## config.mk

```make
export PLATFORM = sky130hd
export DESIGN_NAME = vlsr_regs
export DESIGN_NICKNAME = d
export VERILOG_FILES = /design/src/design/vlsr_pkg.sv /design/src/design/vlsr_regs.sv
export VERILOG_INCLUDE_DIRS = /design/src /design/src/design
export SDC_FILE = /design/constraint.sdc
export NUM_CORES = 1
export LEC_CHECK = 0
export BUFFER_PORTS_ARGS = -buffer_cell sky130_fd_sc_hd__buf_2
export CORE_MARGIN = 4
export CORE_UTILIZATION = 50
export CTS_CLUSTER_SIZE = 25
export DETAILED_ROUTE_END_ITERATION = 7
export MAX_ROUTING_LAYER = met4
export PLACE_DENSITY = 0.81
export SLEW_MARGIN = 20
export SYNTH_ARGS = -nofsm -noshare
export SYNTH_HDL_FRONTEND = slang
export SYNTH_SLANG_ARGS = --single-unit
export TNS_END_PERCENT = 50
```

## constraint.sdc

```tcl
create_clock -name i_clk -period 17.7 [get_ports i_clk]
set_clock_uncertainty 0.1 [all_clocks]
set_input_delay 1.77 -clock i_clk [delete_from_list [all_inputs] [get_ports i_clk]]
set_output_delay 1.77 -clock i_clk [all_outputs]
set_load 0.01 [all_outputs]
```

## src/design/vlsr_consts.svh

```systemverilog
// Purpose: Constants for the output ceiling, margin and slew-rate registers
// Assumes: Word-level command port from the bus engine, 10 MHz clock
// Notes:   Voltage words use an output-voltage exponent of -9
`ifndef VLSR_CONSTS_SVH
`define VLSR_CONSTS_SVH

// ==========================================================================
// Command codes
`define VLSR_CODE_CEILING   8'h24
`define VLSR_CODE_MARG_HI   8'h25
`define VLSR_CODE_MARG_LO   8'h26
`define VLSR_CODE_SLEW      8'h27

// ==========================================================================
// Slew-rate word fields
`define VLSR_EXP_HI         15
`define VLSR_EXP_LO         11
`define VLSR_MAN_HI         10
`define VLSR_MAN_LO         0
`define VLSR_EXP_RESET      5'h1c
`define VLSR_MAN_MIN        11'h002
`define VLSR_MAN_MAX        11'h0fe

// ==========================================================================
// Margin select codes of the operation word
`define VLSR_MARGIN_LOW     2'h1
`define VLSR_MARGIN_HIGH    2'h2

// ==========================================================================
// Slew timing: per cycle add man * CLK_NS * 32, step one LSB per DEN
`define VLSR_CLK_NS         100
`define VLSR_SLEW_SCALE     32
`define VLSR_SLEW_DEN       20'hf4240
`define VLSR_ZERO16         16'h0000

`endif

```

## src/design/vlsr_pkg.sv

```systemverilog
// Purpose: Types for the output ceiling, margin and slew-rate registers
// Assumes: Single 10 MHz clock domain
// Notes:   Whole block state is one packed struct
package vlsr_pkg;

    typedef enum logic [0:0] {
        VLSR_LOAD,
        VLSR_RUN
    } vlsr_phase_type;

    typedef struct packed {
        vlsr_phase_type phase;
        logic [15:0]    ceiling;
        logic [15:0]    marg_hi;
        logic [15:0]    marg_lo;
        logic [15:0]    slew;
        logic [15:0]    target;
        logic [19:0]    acc;
        logic           over;
        logic [15:0]    rdata;
        logic           ack;
        logic           nack;
        logic           warn;
        logic           cml;
        logic           alert;
    } vlsr_state_type;

endpackage

```

## src/design/vlsr_regs.sv

```systemverilog
// Purpose: Ceiling, margin and slew-rate command registers with target ramp
// Assumes: Command port and control inputs come from logic on i_clk
// Notes:   Whole block state is one packed struct, registered every rising edge
`timescale 1ns/10ps
`default_nettype none
`include "vlsr_consts.svh"

module vlsr_regs (
    // Clock and reset
    input  wire logic        i_clk,
    input  wire logic        i_reset,
    // Word command port
    input  wire logic        i_cmd_valid,
    input  wire logic        i_cmd_write,
    input  wire logic [7:0]  i_cmd_code,
    input  wire logic [15:0] i_cmd_wdata,
    output logic             o_cmd_ack,
    output logic             o_cmd_nack,
    output logic [15:0]      o_cmd_rdata,
    // Backup values
    input  wire logic        i_nvm_valid,
    input  wire logic        i_ceiling_from_pin,
    input  wire logic [15:0] i_pin_ceiling,
    input  wire logic [15:0] i_nvm_ceiling,
    input  wire logic [15:0] i_nvm_marg_hi,
    input  wire logic [15:0] i_nvm_marg_lo,
    input  wire logic [10:0] i_nvm_slew_man,
    // Setpoint sources
    input  wire logic        i_conv_en,
    input  wire logic        i_on_off_ramp,
    input  wire logic [1:0]  i_margin_sel,
    input  wire logic [15:0] i_vout_command,
    input  wire logic [15:0] i_vout_trim,
    input  wire logic [15:0] i_dac_limit,
    // Target and reporting
    output logic [15:0]      o_target,
    output logic             o_ready,
    output logic             o_set_status_byte_nota,
    output logic             o_set_status_word_vout,
    output logic             o_set_status_vout_warn,
    output logic             o_set_status_cml_data,
    output logic             o_alert,
    input  wire logic        i_alert_clear
);

    vlsr_pkg::vlsr_state_type st_r;
    vlsr_pkg::vlsr_state_type st_nxt;

    // ======================================================================
    // Helpers
    function automatic logic [17:0] add_trim(input logic [15:0] v, input logic [15:0] t);
        add_trim = {2'b00, v} + {{2{t[15]}}, t};
    endfunction

    function automatic logic fits(input logic [17:0] s, input logic [15:0] ceil);
        fits = !s[17] && (s <= {2'b00, ceil});
    endfunction

    function automatic logic [19:0] slew_step(input logic [15:0] w);
        slew_step = 20'(w[`VLSR_MAN_HI:`VLSR_MAN_LO] * (`VLSR_CLK_NS * `VLSR_SLEW_SCALE));
    endfunction

    // ======================================================================
    // Goal selection and clamp
    logic [17:0] sum;
    logic [15:0] goal;
    logic        over_now;
    logic        dac_lim;
    logic        cmd_wr;
    logic        cmd_rd;
    logic [17:0] wsum;
    logic        slew_ok;
    logic [20:0] acc_sum;

    always_comb begin
        unique case (i_margin_sel)
            `VLSR_MARGIN_HIGH: sum = add_trim(st_r.marg_hi, i_vout_trim);
            `VLSR_MARGIN_LOW:  sum = add_trim(st_r.marg_lo, i_vout_trim);
            default:           sum = add_trim(i_vout_command, i_vout_trim);
        endcase
        dac_lim  = (i_dac_limit <= st_r.ceiling) && !sum[17]
                   && (sum > {2'b00, i_dac_limit});
        over_now = !sum[17] && (sum > {2'b00, st_r.ceiling}) && !dac_lim;
        if (sum[17])
            goal = `VLSR_ZERO16;
        else if (dac_lim)
            goal = i_dac_limit;
        else if (over_now)
            goal = st_r.ceiling;
        else
            goal = sum[15:0];
    end

    // ======================================================================
    // Command decode
    always_comb begin
        cmd_wr  = i_cmd_valid && i_cmd_write && (st_r.phase == vlsr_pkg::VLSR_RUN);
        cmd_rd  = i_cmd_valid && !i_cmd_write && (st_r.phase == vlsr_pkg::VLSR_RUN);
        wsum    = add_trim(i_cmd_wdata, i_vout_trim);
        slew_ok = (i_cmd_wdata[`VLSR_EXP_HI:`VLSR_EXP_LO] == `VLSR_EXP_RESET)
                  && (i_cmd_wdata[`VLSR_MAN_HI:`VLSR_MAN_LO] >= `VLSR_MAN_MIN)
                  && (i_cmd_wdata[`VLSR_MAN_HI:`VLSR_MAN_LO] <= `VLSR_MAN_MAX);
        // Spare bit: accumulator plus step can pass the 20-bit range
        acc_sum = {1'b0, st_r.acc} + {1'b0, slew_step(st_r.slew)};
    end

    // ======================================================================
    // Next state
    always_comb begin
        st_nxt      = st_r;
        st_nxt.ack  = 1'b0;
        st_nxt.nack = 1'b0;
        st_nxt.warn = 1'b0;
        st_nxt.cml  = 1'b0;
        unique case (st_r.phase)
            vlsr_pkg::VLSR_LOAD: begin
                if (i_nvm_valid) begin
                    st_nxt.ceiling = i_ceiling_from_pin ? i_pin_ceiling
                                                        : i_nvm_ceiling;
                    st_nxt.marg_hi = i_nvm_marg_hi;
                    st_nxt.marg_lo = i_nvm_marg_lo;
                    st_nxt.slew    = {`VLSR_EXP_RESET, i_nvm_slew_man};
                    st_nxt.phase   = vlsr_pkg::VLSR_RUN;
                end
            end
            vlsr_pkg::VLSR_RUN: begin
                if (cmd_rd) begin
                    st_nxt.ack = 1'b1;
                    unique case (i_cmd_code)
                        `VLSR_CODE_CEILING: st_nxt.rdata = st_r.ceiling;
                        `VLSR_CODE_MARG_HI: st_nxt.rdata = st_r.marg_hi;
                        `VLSR_CODE_MARG_LO: st_nxt.rdata = st_r.marg_lo;
                        `VLSR_CODE_SLEW:    st_nxt.rdata = st_r.slew;
                        default: begin
                            st_nxt.ack   = 1'b0;
                            st_nxt.rdata = st_r.rdata;
                        end
                    endcase
                end
                if (cmd_wr) begin
                    unique case (i_cmd_code)
                        `VLSR_CODE_CEILING: begin
                            st_nxt.ceiling = i_cmd_wdata;
                            st_nxt.ack     = 1'b1;
                        end
                        `VLSR_CODE_MARG_HI, `VLSR_CODE_MARG_LO: begin
                            if (fits(wsum, st_r.ceiling)) begin
                                st_nxt.ack = 1'b1;
                                if (i_cmd_code == `VLSR_CODE_MARG_HI)
                                    st_nxt.marg_hi = i_cmd_wdata;
                                else
                                    st_nxt.marg_lo = i_cmd_wdata;
                            end else begin
                                st_nxt.nack = 1'b1;
                                st_nxt.cml  = 1'b1;
                            end
                        end
                        `VLSR_CODE_SLEW: begin
                            if (slew_ok) begin
                                st_nxt.slew = i_cmd_wdata;
                                st_nxt.ack  = 1'b1;
                            end else begin
                                st_nxt.nack = 1'b1;
                                st_nxt.cml  = 1'b1;
                            end
                        end
                        default: ;
                    endcase
                end
                // Warning on the cycle the trimmed setpoint first exceeds the ceiling
                st_nxt.over = over_now && i_conv_en;
                st_nxt.warn = over_now && i_conv_en && !st_r.over;
                // Ramp toward the goal only during normal conversion
                if (!i_conv_en || i_on_off_ramp) begin
                    st_nxt.target = goal;
                    st_nxt.acc    = 20'h00000;
                end else if (st_r.target == goal) begin
                    st_nxt.acc = 20'h00000;
                end else if (acc_sum >= {1'b0, `VLSR_SLEW_DEN}) begin
                    st_nxt.acc    = 20'(acc_sum - {1'b0, `VLSR_SLEW_DEN});
                    st_nxt.target = (goal > st_r.target) ? st_r.target + 16'h0001
                                                         : st_r.target - 16'h0001;
                end else begin
                    st_nxt.acc = acc_sum[19:0];
                end
            end
        endcase
        // Set wins over clear
        if (st_nxt.warn || st_nxt.cml)
            st_nxt.alert = 1'b1;
        else if (i_alert_clear)
            st_nxt.alert = 1'b0;
    end

    always_ff @(posedge i_clk) begin
        if (i_reset) begin
            st_r       <= '0;
            st_r.phase <= vlsr_pkg::VLSR_LOAD;
            st_r.slew  <= {`VLSR_EXP_RESET, 11'h000};
        end else begin
            st_r <= st_nxt;
        end
    end

    // ======================================================================
    // Outputs
    assign o_cmd_ack              = st_r.ack;
    assign o_cmd_nack             = st_r.nack;
    assign o_cmd_rdata            = st_r.rdata;
    assign o_target               = st_r.target;
    assign o_ready                = (st_r.phase == vlsr_pkg::VLSR_RUN);
    assign o_set_status_byte_nota = st_r.warn;
    assign o_set_status_word_vout = st_r.warn;
    assign o_set_status_vout_warn = st_r.warn;
    assign o_set_status_cml_data  = st_r.cml;
    assign o_alert                = st_r.alert;
endmodule

`default_nettype wire

```

; Yosys cells after proc, flatten, opt, wreduce, memory -nomap -nowiden
; Index checks and enable logic that the tools add are counted.
[word_totals]
reg_bits = 123
wordCells = 121
[classes]
n_addsub = 8
multipliers = 1
magnitude_cmp = 8
eq_ne = 18
n_mux = 36
n_bitwise = 2
n_reduce_logical = 34
[ops]
columns = operator, count
row1 = $mux W16, 12
row2 = $pmux W64 S2, 1
row3 = $add A17 B16 Y18, 4
row4 = $mux W65, 1
row5 = $mux W32, 2
row6 = $mux W64, 1
row7 = $pmux W16 S4, 1
row8 = $mux W20, 2
row9 = $gt A18 B16 Y1, 2
row10 = $mux W36, 1
row11 = $pmux W18 S2, 1
row12 = $eq A8 B6 Y1 const B, 4
row13 = $add A20 B20 Y21, 1
row14 = $ge A21 B20 Y1 const B, 1
row15 = $sub A20 B20 Y20 const B, 1
row16 = $le A18 B16 Y1, 1
row17 = $add A16 B1 Y16 const B, 1
row18 = $eq A16 B16 Y1, 1
row19 = $gt A16 B16 Y1, 1
row20 = $le A16 B16 Y1, 1
row21 = $sub A16 B1 Y16 const B, 1
row22 = $ne A2 B1 Y1 const B, 7
row23 = $logic_and A1 B1 Y1, 13
row24 = $mul A11 B5 Y13 const B, 1
row25 = other kinds (21), 45

; Longest topological paths before layout
; Gate-level depths: netlist (run 1).
[logic_depth]
depth_word = 15
depth_mapped = 42

; Worst setup path before layout (run 1)
; Ideal clock, no wire load.
[synth_timing]
path_kind = in2reg
start = input port i_margin_sel[0]
end = register st_r, in the netlist o_target[14]
setup_time_ns = 0.095
arrival_ns = 10.911
required_ns = 17.505
setup_slack_ns = 6.594
path_stages = 41
path_buffers = 4
path_cell_list = inv_1 > ha_1 > clkbuf_1 > clkbuf_1 > a22oi_1 > o21ai_0 > ha_1 > a2111oi_0 > nor3_1 > a21o_1 > a2111oi_0 > nor3_1 > xor2_1 > ha_1 > nand4_1 > a21oi_1 > a2111oi_0 > a31oi_1 > [... 5 more ...] > nor2_1 > a211oi_1 > ha_1 > nand4_1 > nor4_1 > nand2_1 > and3_1 > a211oi_1 > ha_1 > a211o_1 > a21oi_1 > o21ai_0 > a41oi_1 > a21oi_1 > a31oi_1 > xnor2_1 > a21oi_1 > a221oi_1
[synth_via]
elab_chain_cells = 15
word_cells_on_any_way = 22
[synth_rtl]
columns = item, line_no
row1 = start: declaration, vlsr_regs.sv:31  ; input wire logic [1:0] i_margin_sel,
row2 = $eq A2 B1 Y1 or $eq A2 B2 Y1 (tied branches), vlsr_regs.sv:76  ; unique case (i_margin_sel)
row3 = $pmux W18 S2 (*), vlsr_regs.sv:76
row4 = branches (longest 7 deep; another with $gt A18 B16 Y1), -
row5 = $mux W16 (*), vlsr_regs.sv:84  ; if (sum[17])
row6 = $gt A16 B16 Y1, vlsr_regs.sv:181  ; st_nxt.target = (goal > st_r.target) ? st_r.target + 16'h0001
row7 = $mux W16, vlsr_regs.sv:181
row8 = $mux W16, vlsr_regs.sv:179  ; end else if (acc_sum >= {1'b0, `VLSR_SLEW_DEN}) begin
row9 = $mux W16, vlsr_regs.sv:177  ; end else if (st_r.target == goal) begin
row10 = $mux W36, vlsr_regs.sv:174  ; if (!i_conv_en || i_on_off_ramp) begin
row11 = end signal: assignment, vlsr_regs.sv:201  ; st_r <= st_nxt;
row12 = end: declaration, vlsr_regs.sv:46  ; vlsr_pkg::vlsr_state_type st_r;
; Every way passes the cells marked *. The select of a mux whose other input is x is not followed.
; A chain may end at the register's enable or synchronous reset.

; Final worst setup path (run 1)
[layout_timing]
start = input port i_margin_sel[1]
end = register st_r, in the netlist o_target[14]
; Same word-level chain as after synthesis.

==> impl_metrics.csv, run 1 <==
group,metric,value,unit
outcome,status,"completed",
layout,diodes,0,
global_route,grt_pass1_wl,67.9,mm
die,ios,198,
synth,syn_nets,1962,
synth,async_flop_share,0,
sta,fmax,0.0872,GHz
clock_tree,cts_buffers,17,
layout,nFillCells,2238,
pwr,seqPwrFrac,0.218,
worst_setup_path,slowest_delay,820,ps
global_route,grt_overflow,0,
synth,synth_edf_count,0,
die,rows,57,
clock_tree,cts_buffer_depth,2,
die,fp.dieArea,27600,sq um
worst_setup_path,cpMaxStageDelayCell,"ha_1",
clock_tree,cts_root_buffer,"clkbuf_16",
clock_tree,cts_tree,"done",
pwr,p_total,0.00139,W
route,drcViolationCount,0,
layout,fin_nets,2081,
flow_run,cap_viol_max_count,0,
clock_tree,clock_sinks,117,
route,drt_iter0_markers,1217,
sta,tightest_slew,975,ps
sta,rsz0062_at_grt,"false",
pwr,pwr-share-clk,0.256,
worst_hold_path,hp-class,"register to register",
layout,final_cell_mix,"buf_2 (197), ha_1 (172), o21ai_0 (131)",
route,routedWlPerCell,21.3,um
synth,syn_area_per_cell,7.70,sq um
sta,maxSlewViolCount,0,
clock_tree,htreeDepth,4,
layout,area_growth,12.8,%
layout,seq_area,2340,sq um
synth,seq_area_frac_synth,0.187,
route,wl,44.3,mm
worst_setup_path,crit_type,"primary input to register",
worst_setup_path,crit_path_start,"i_margin_sel[1]",
clock_tree,postCtsSetupRepairBufs,0,
synth,synth-seq-cells,117,
global_route,antenna_found_initial,0,
sta,max-slew-margin-rel,0.349,
clock_tree,insertion_delay,440,ps
die,start_util,0.511,
pwr,powerDensity,98.2,nW/um^2
synth,synth_area,12500,sq um
synth,synth_warnings,0,
clock_tree,path_clk_slew,70,ps
worst_setup_path,cp_data_arrival_time,11700,ps
global_route,track_usage,0.313,
route,firstDrtPassIters,6,
synth,ys_types,78,
worst_setup_path,endpoint_kind,"register",
sta,period_share,0.648,
global_route,grt_max_degree,85,
placement,gp_congestion,1.01,
pwr,p_sw,0.000615,W
die,coreArea,24500,sq um
placement,dp_hpwl,35.1,mm
worst_setup_path,crit_top_cell,"ha_1",
route,ant_nets,0,
pwr,p_comb_frac,0.525,
die,die_height,166,um
pwr,p_sw_frac,0.444,
route,num_vias,13153,
pwr,p_leak,6.24,nW
die,die_w,166,um
worst_setup_path,worst_setup_path_start_kind,"primary input",
layout,drive_gt1_frac,0.172,
route,viasPerCell,6.33,
sta,setup_viol,0,
pwr,irDropWorstVdd,0.0678,mV
worst_hold_path,hp-start,"st_r[73]",
pwr,power.internal,0.000771,W
clock_tree,cts_hold_buffers,0,
global_route,grt_pass1_vias,12421,
worst_setup_path,r2r_start,"st_r[96]",
worst_setup_path,critPathRequiredTime,17930,ps
layout,layout_commonest_cell,"buf_2",
synth,ys.flop_type,"dfxtp_1",
worst_setup_path,critPathMaxFanout,32,
layout,multi_input_area,9230,sq um
sta,layout_min_cycle_time,11460,ps
synth,netlist_instances,1622,
clock_tree,ctsResizeCount,0,
sta,hold_viol_final,0,
sta,tns,0,ps
layout,final_core_util,0.576,
placement,portBuffers,197,
sta,holdWs,354,ps
==> critical path: cells and delay by family <==
family | cells | cell delay (ps)
and+or+nand+nor | 8 | 1370
xor gates and xnor gates | 2 | 460
buffers and inverters | 2 | 380
muxes | 1 | 420
AOI/OAI and AO/OA | 19 | 5040
adders and majority gates | 5 | 2220
==> metal layers <==
layer	track usage	wire length (um)	vias up
met5	-	0	-
met4	0.134	2390	0
met3	0.0531	3730	144
met2	0.491	19600	712
met1	0.398	18600	6088
li1	-	-	6209
==> metrics by stage <==
stage          cell area (sq um)  instances  setup slack (ps)
2_1_floorplan              12500       1622              6590
3_3_place_gp               13500       2045              6190
3_5_place_dp               13500       2045              6030
4_1_cts                    14100       2077              6410
5_1_grt                    14100       2078              5410
6_report                   14100       2078              6240
==> power groups by stage <==
stage | clock [W] | combinational (W) | sequential [W]
floorplan | 0 | 0.000535 | 0.000297
global placement | 0 | 0.000690 | 0.000307
detailed placement | 0 | 0.000707 | 0.000307
CTS | 0.000353 | 0.000715 | 0.000301
finish | 0.000355 | 0.000728 | 0.000303
global route | 0.000367 | 0.000807 | 0.000303
==> path summary, 6_finish.rpt <==
kind | end | slack, ps | cells after the start
hold / removal | st_r[73] | 350 | 1
setup reg to reg | o_target[14] | 8020 | 36
hold reg to reg | st_r[73] | 350 | 1
setup / recovery | o_target[14] | 6240 | 37
==> final cells by class <==
type                    instances  share of cell area
clock inverters                15              0.0126
repair buffers                208              0.0760
flip-flops and latches        117               0.166
well taps                     324              0.0288
multi-input cells            1277               0.654
inverters                     120              0.0319
clock buffers                  17              0.0302
==> cell usage after synthesis, types with 34 or more instances <==
| library cell | n | area share |
|---|---|---|
| inv_1 | 119 | 0.036 |
| nand2_1 | 107 | 0.032 |
| buf_4 | 34 | 0.020 |
| xnor2_1 | 45 | 0.032 |
| clkbuf_1 | 68 | 0.020 |
| a22oi_1 | 37 | 0.022 |
| o21ai_0 | 131 | 0.052 |
| ha_1 | 172 | 0.17 |
| a21oi_1 | 129 | 0.052 |
| nand3_1 | 41 | 0.016 |
| o211ai_1 | 34 | 0.020 |
| a211oi_1 | 47 | 0.028 |
| dfxtp_1 | 117 | 0.19 |
| nor2_1 | 130 | 0.039 |
==> state kept, by name (all words and copies together), names as in the netlist <==
register and count:
st_r 79, o_ready 1, o_cmd_ack 1, o_target 16, o_set_status_cml_data 1, o_cmd_rdata 16
o_set_status_byte_nota 1, o_alert 1, o_cmd_nack 1
==> cells by family after synthesis <==
family          synth area share
compound gates             0.303
simple gates               0.158
buf+inv                   0.0789
fa+ha+maj                  0.188
flops                      0.187
xor+xnor                  0.0435
mux                       0.0402
No activity file was read; power rests on OpenSTA's default activity.
==> run 2: changes to the inputs <==
Settings changed: ABC_AREA set to 1, PLACE_DENSITY 0.81 to 0.8.
Clock period 17.7 ns to 10.91 ns, I/O delays scaled along.
==> run 2 against run 1 <==
Sequential cell count unchanged. Non-clock buffer count down 2. Register-to-register slack got worse by 5100 ps. Setup slack got worse by 4800 ps. Sequential share of layout area decreased by 0.53 points. First-iteration DRC count rose by 31%. Total power increased by 65%. Clock power rose by 66%. Largest cell class unchanged.
==> impl_metrics.csv, run 2 <==
group,metric,value,unit
outcome,status,"completed",
worst_setup_path,critPathMaxFanout,30,
worst_setup_path,endpoint,"o_target[14]",
synth,yosys.area.top_type_share,0.179,
synth,yosysMostFrequentCell,"nand2_1",
worst_setup_path,rrSetupSlack,2900,ps
worst_setup_path,endpoint_kind,"register",
clock_tree,cts_buffers,17,
route,drcViolationCount,0,
synth,ys_types,57,
synth,synth-seq-cells,117,
worst_setup_path,slowest_delay,690,ps
global_route,grt_overflow,0,
synth,syn_nets,2403,
placement,place_ws,1200,ps
sta,tns,0,ps
synth,async_flop_share,0,
sta,max-slew-margin-rel,0.394,
worst_setup_path,rr_worst_depth,41,
die,fp.dieArea,28800,sq um
worst_setup_path,crit_path_start,"i_margin_sel[0]",
clock_tree,path_clk_slew,60,ps
die,die_height,170,um
global_route,grt_max_degree,80,
sta,layout_min_cycle_time,9430,ps
worst_setup_path,crit_top_cell,"nand2_1",
clock_tree,clock_sinks,117,
worst_setup_path,critPathRequiredTime,11140,ps
layout,final_cell_mix,"nand2_1 (470), inv_1 (276), a21oi_1 (238)",
layout,stdcell_area,14600,sq um
placement,gp_congestion,1.00,
clock_tree,cts_root_buffer,"clkbuf_16",
pwr,powerDensity,157,nW/um^2
die,die_w,170,um
synth,synth.largest_area_cell,"dfxtp_1",
global_route,grt_pass1_wl,70.5,mm
layout,fin_nets,2523,
clock_tree,cts_tree,"done",
die,rows,58,
layout,nFillCells,2552,
route,viasPerCell,5.75,
sta,maxSlewViolCount,0,
layout,final_core_util,0.572,
placement,portBuffers,197,
placement,placed_area,14000,sq um
pwr,p_total,0.00228,W
worst_setup_path,cpMaxStageDelayCell,"ha_1",
synth,synth_warnings,0,
sta,fmax,0.106,GHz
clock_tree,insertion_delay,430,ps
sta,tightest_slew,904,ps
worst_setup_path,r2r_start,"st_r[74]",
sta,period_share,0.864,
clock_tree,postCtsSetupRepairBufs,0,
die,coreArea,25500,sq um
worst_setup_path,worst_setup_path_start_kind,"primary input",
sta,setup_viol,0,
placement,dp_hpwl,36.8,mm
route,ant_nets,0,
worst_setup_path,regToRegEndpoint,"o_target[14]",
synth,synth_edf_count,0,
synth,synth_area_leaders,"dfxtp_1 (18%), ha_1 (16%), nand2_1 (14%)",
route,drt_iter0_markers,1589,
sta,hold_viol_final,0,
synth,ys.flop_type,"dfxtp_1",
sta,rsz0062_at_grt,"false",
layout,largest_reg_flops,79,
route,firstDrtPassIters,6,
clock_tree,ctsResizeCount,0,
die,ios,198,
flow_run,cap_viol_max_count,0,
layout,diodes,0,
clock_tree,cts_hold_buffers,0,
synth,yosys-top-cells-count,"nand2_1 (471), inv_1 (277), a21oi_1 (238), ha_1 (172), nor2_1 (168)",
route,routedWlPerCell,18.1,um
route,wl,45.8,mm
route,num_vias,14532,
clock_tree,cts_buffer_depth,2,
clock_tree,htreeDepth,4,
synth,syn_area_per_cell,6.35,sq um
worst_setup_path,crit_type,"primary input to register",
worst_setup_path,cp_data_arrival_time,9660,ps
pwr,p_leak,7.69,nW
pwr,irDropWorstVdd,0.0867,mV
synth,seq_area_frac_synth,0.179,
layout,drive_gt1_frac,0.131,
worst_hold_path,hp-class,"register to register",
global_route,grt_pass1_vias,13383,
global_route,antenna_found_initial,0,
layout,layout_commonest_cell,"nand2_1",
sta,fin_ws,1480,ps
global_route,track_usage,0.317,
layout,top_register,"st_r",
synth,netlist_instances,2063,
synth,synth_area,13100,sq um
layout,area_growth,11.3,%
die,start_util,0.514,
[run 2: changes by cell type after synthesis, moves of 30 or more]
| cell | change |
|---|---|
| a211oi_1 | -44 |
| a21oi_1 | +109 |
| a22oi_1 | -37 |
| inv_1 | +158 |
| mux2i_1 | -30 |
| nand2_1 | +364 |
| nand3_1 | +107 |
| nor2_1 | +38 |
| xnor2_1 | -32 |
[run 2: cells by family (layout without fill, tap and decap cells)]
group           Yosys count  in the layout  synth area share
simple gates            882            882             0.290
compound gates          445            445             0.193
buf+inv                 390            523             0.128
fa+ha+maj               182            182             0.180
flops                   117            117             0.179
xor+xnor                 47             47            0.0314
[run 2: critical path, delay by kind of cell]
family                   cells  cell delay, ps
XOR/XNOR                     1             200
adder cells (fa/ha/maj)      6            2230
AO/OA/AOI/OAI                7            1280
AND/OR/NAND/NOR             23            3940
buffers and inverters        7             890
[run 2: worst min-delay path by stage]
| stage | depth (start not counted) | from | end |
|---|---|---|---|
| 2_1_floorplan | 2 | st_r[71] | st_r[71] |
| 3_3_place_gp | 2 | st_r[71] | st_r[71] |
| 3_5_place_dp | 2 | st_r[70] | st_r[70] |
| 4_1_cts | 2 | st_r[70] | st_r[70] |
| 5_1_grt | 2 | st_r[70] | st_r[70] |
| 6_report | 2 | st_r[70] | st_r[70] |
[run 2: layer usage]
metal  wire length (um)  part of all wire  global-route usage  vias up
met5                  0                 0                   -        -
met4               1610             0.035               0.107        0
li1                   -                 -                   -     7083
met3               4560              0.10              0.0643      107
met2              20000              0.44               0.477      772
met1              19600              0.43               0.424     6570
[run 2: power by group]
part	internal [W]	leakage [nW]	switching, W
Sequential	0.000455	0.957	0.0000356
Clock	0.000349	0.290	0.000241
Combinational	0.000431	6.44	0.000770
[run 2: cell type report]
type                    count  area, sq um  share of cell area
clock inverters            14          165              0.0113
clock buffers              18          439              0.0301
repair buffers            206         1050              0.0723
inverters                 285         1070              0.0734
multi-input cells        1556         9080               0.624
flip-flops and latches    117         2340               0.161
well taps                 330          413              0.0283
[run 2: per-stage QoR]
step,cells,hold WS (ps)
after floorplan,2063,313
after detailed placement,2494,333
after global routing,2526,373
after CTS,2526,343
final,2526,344
after global placement,2494,326
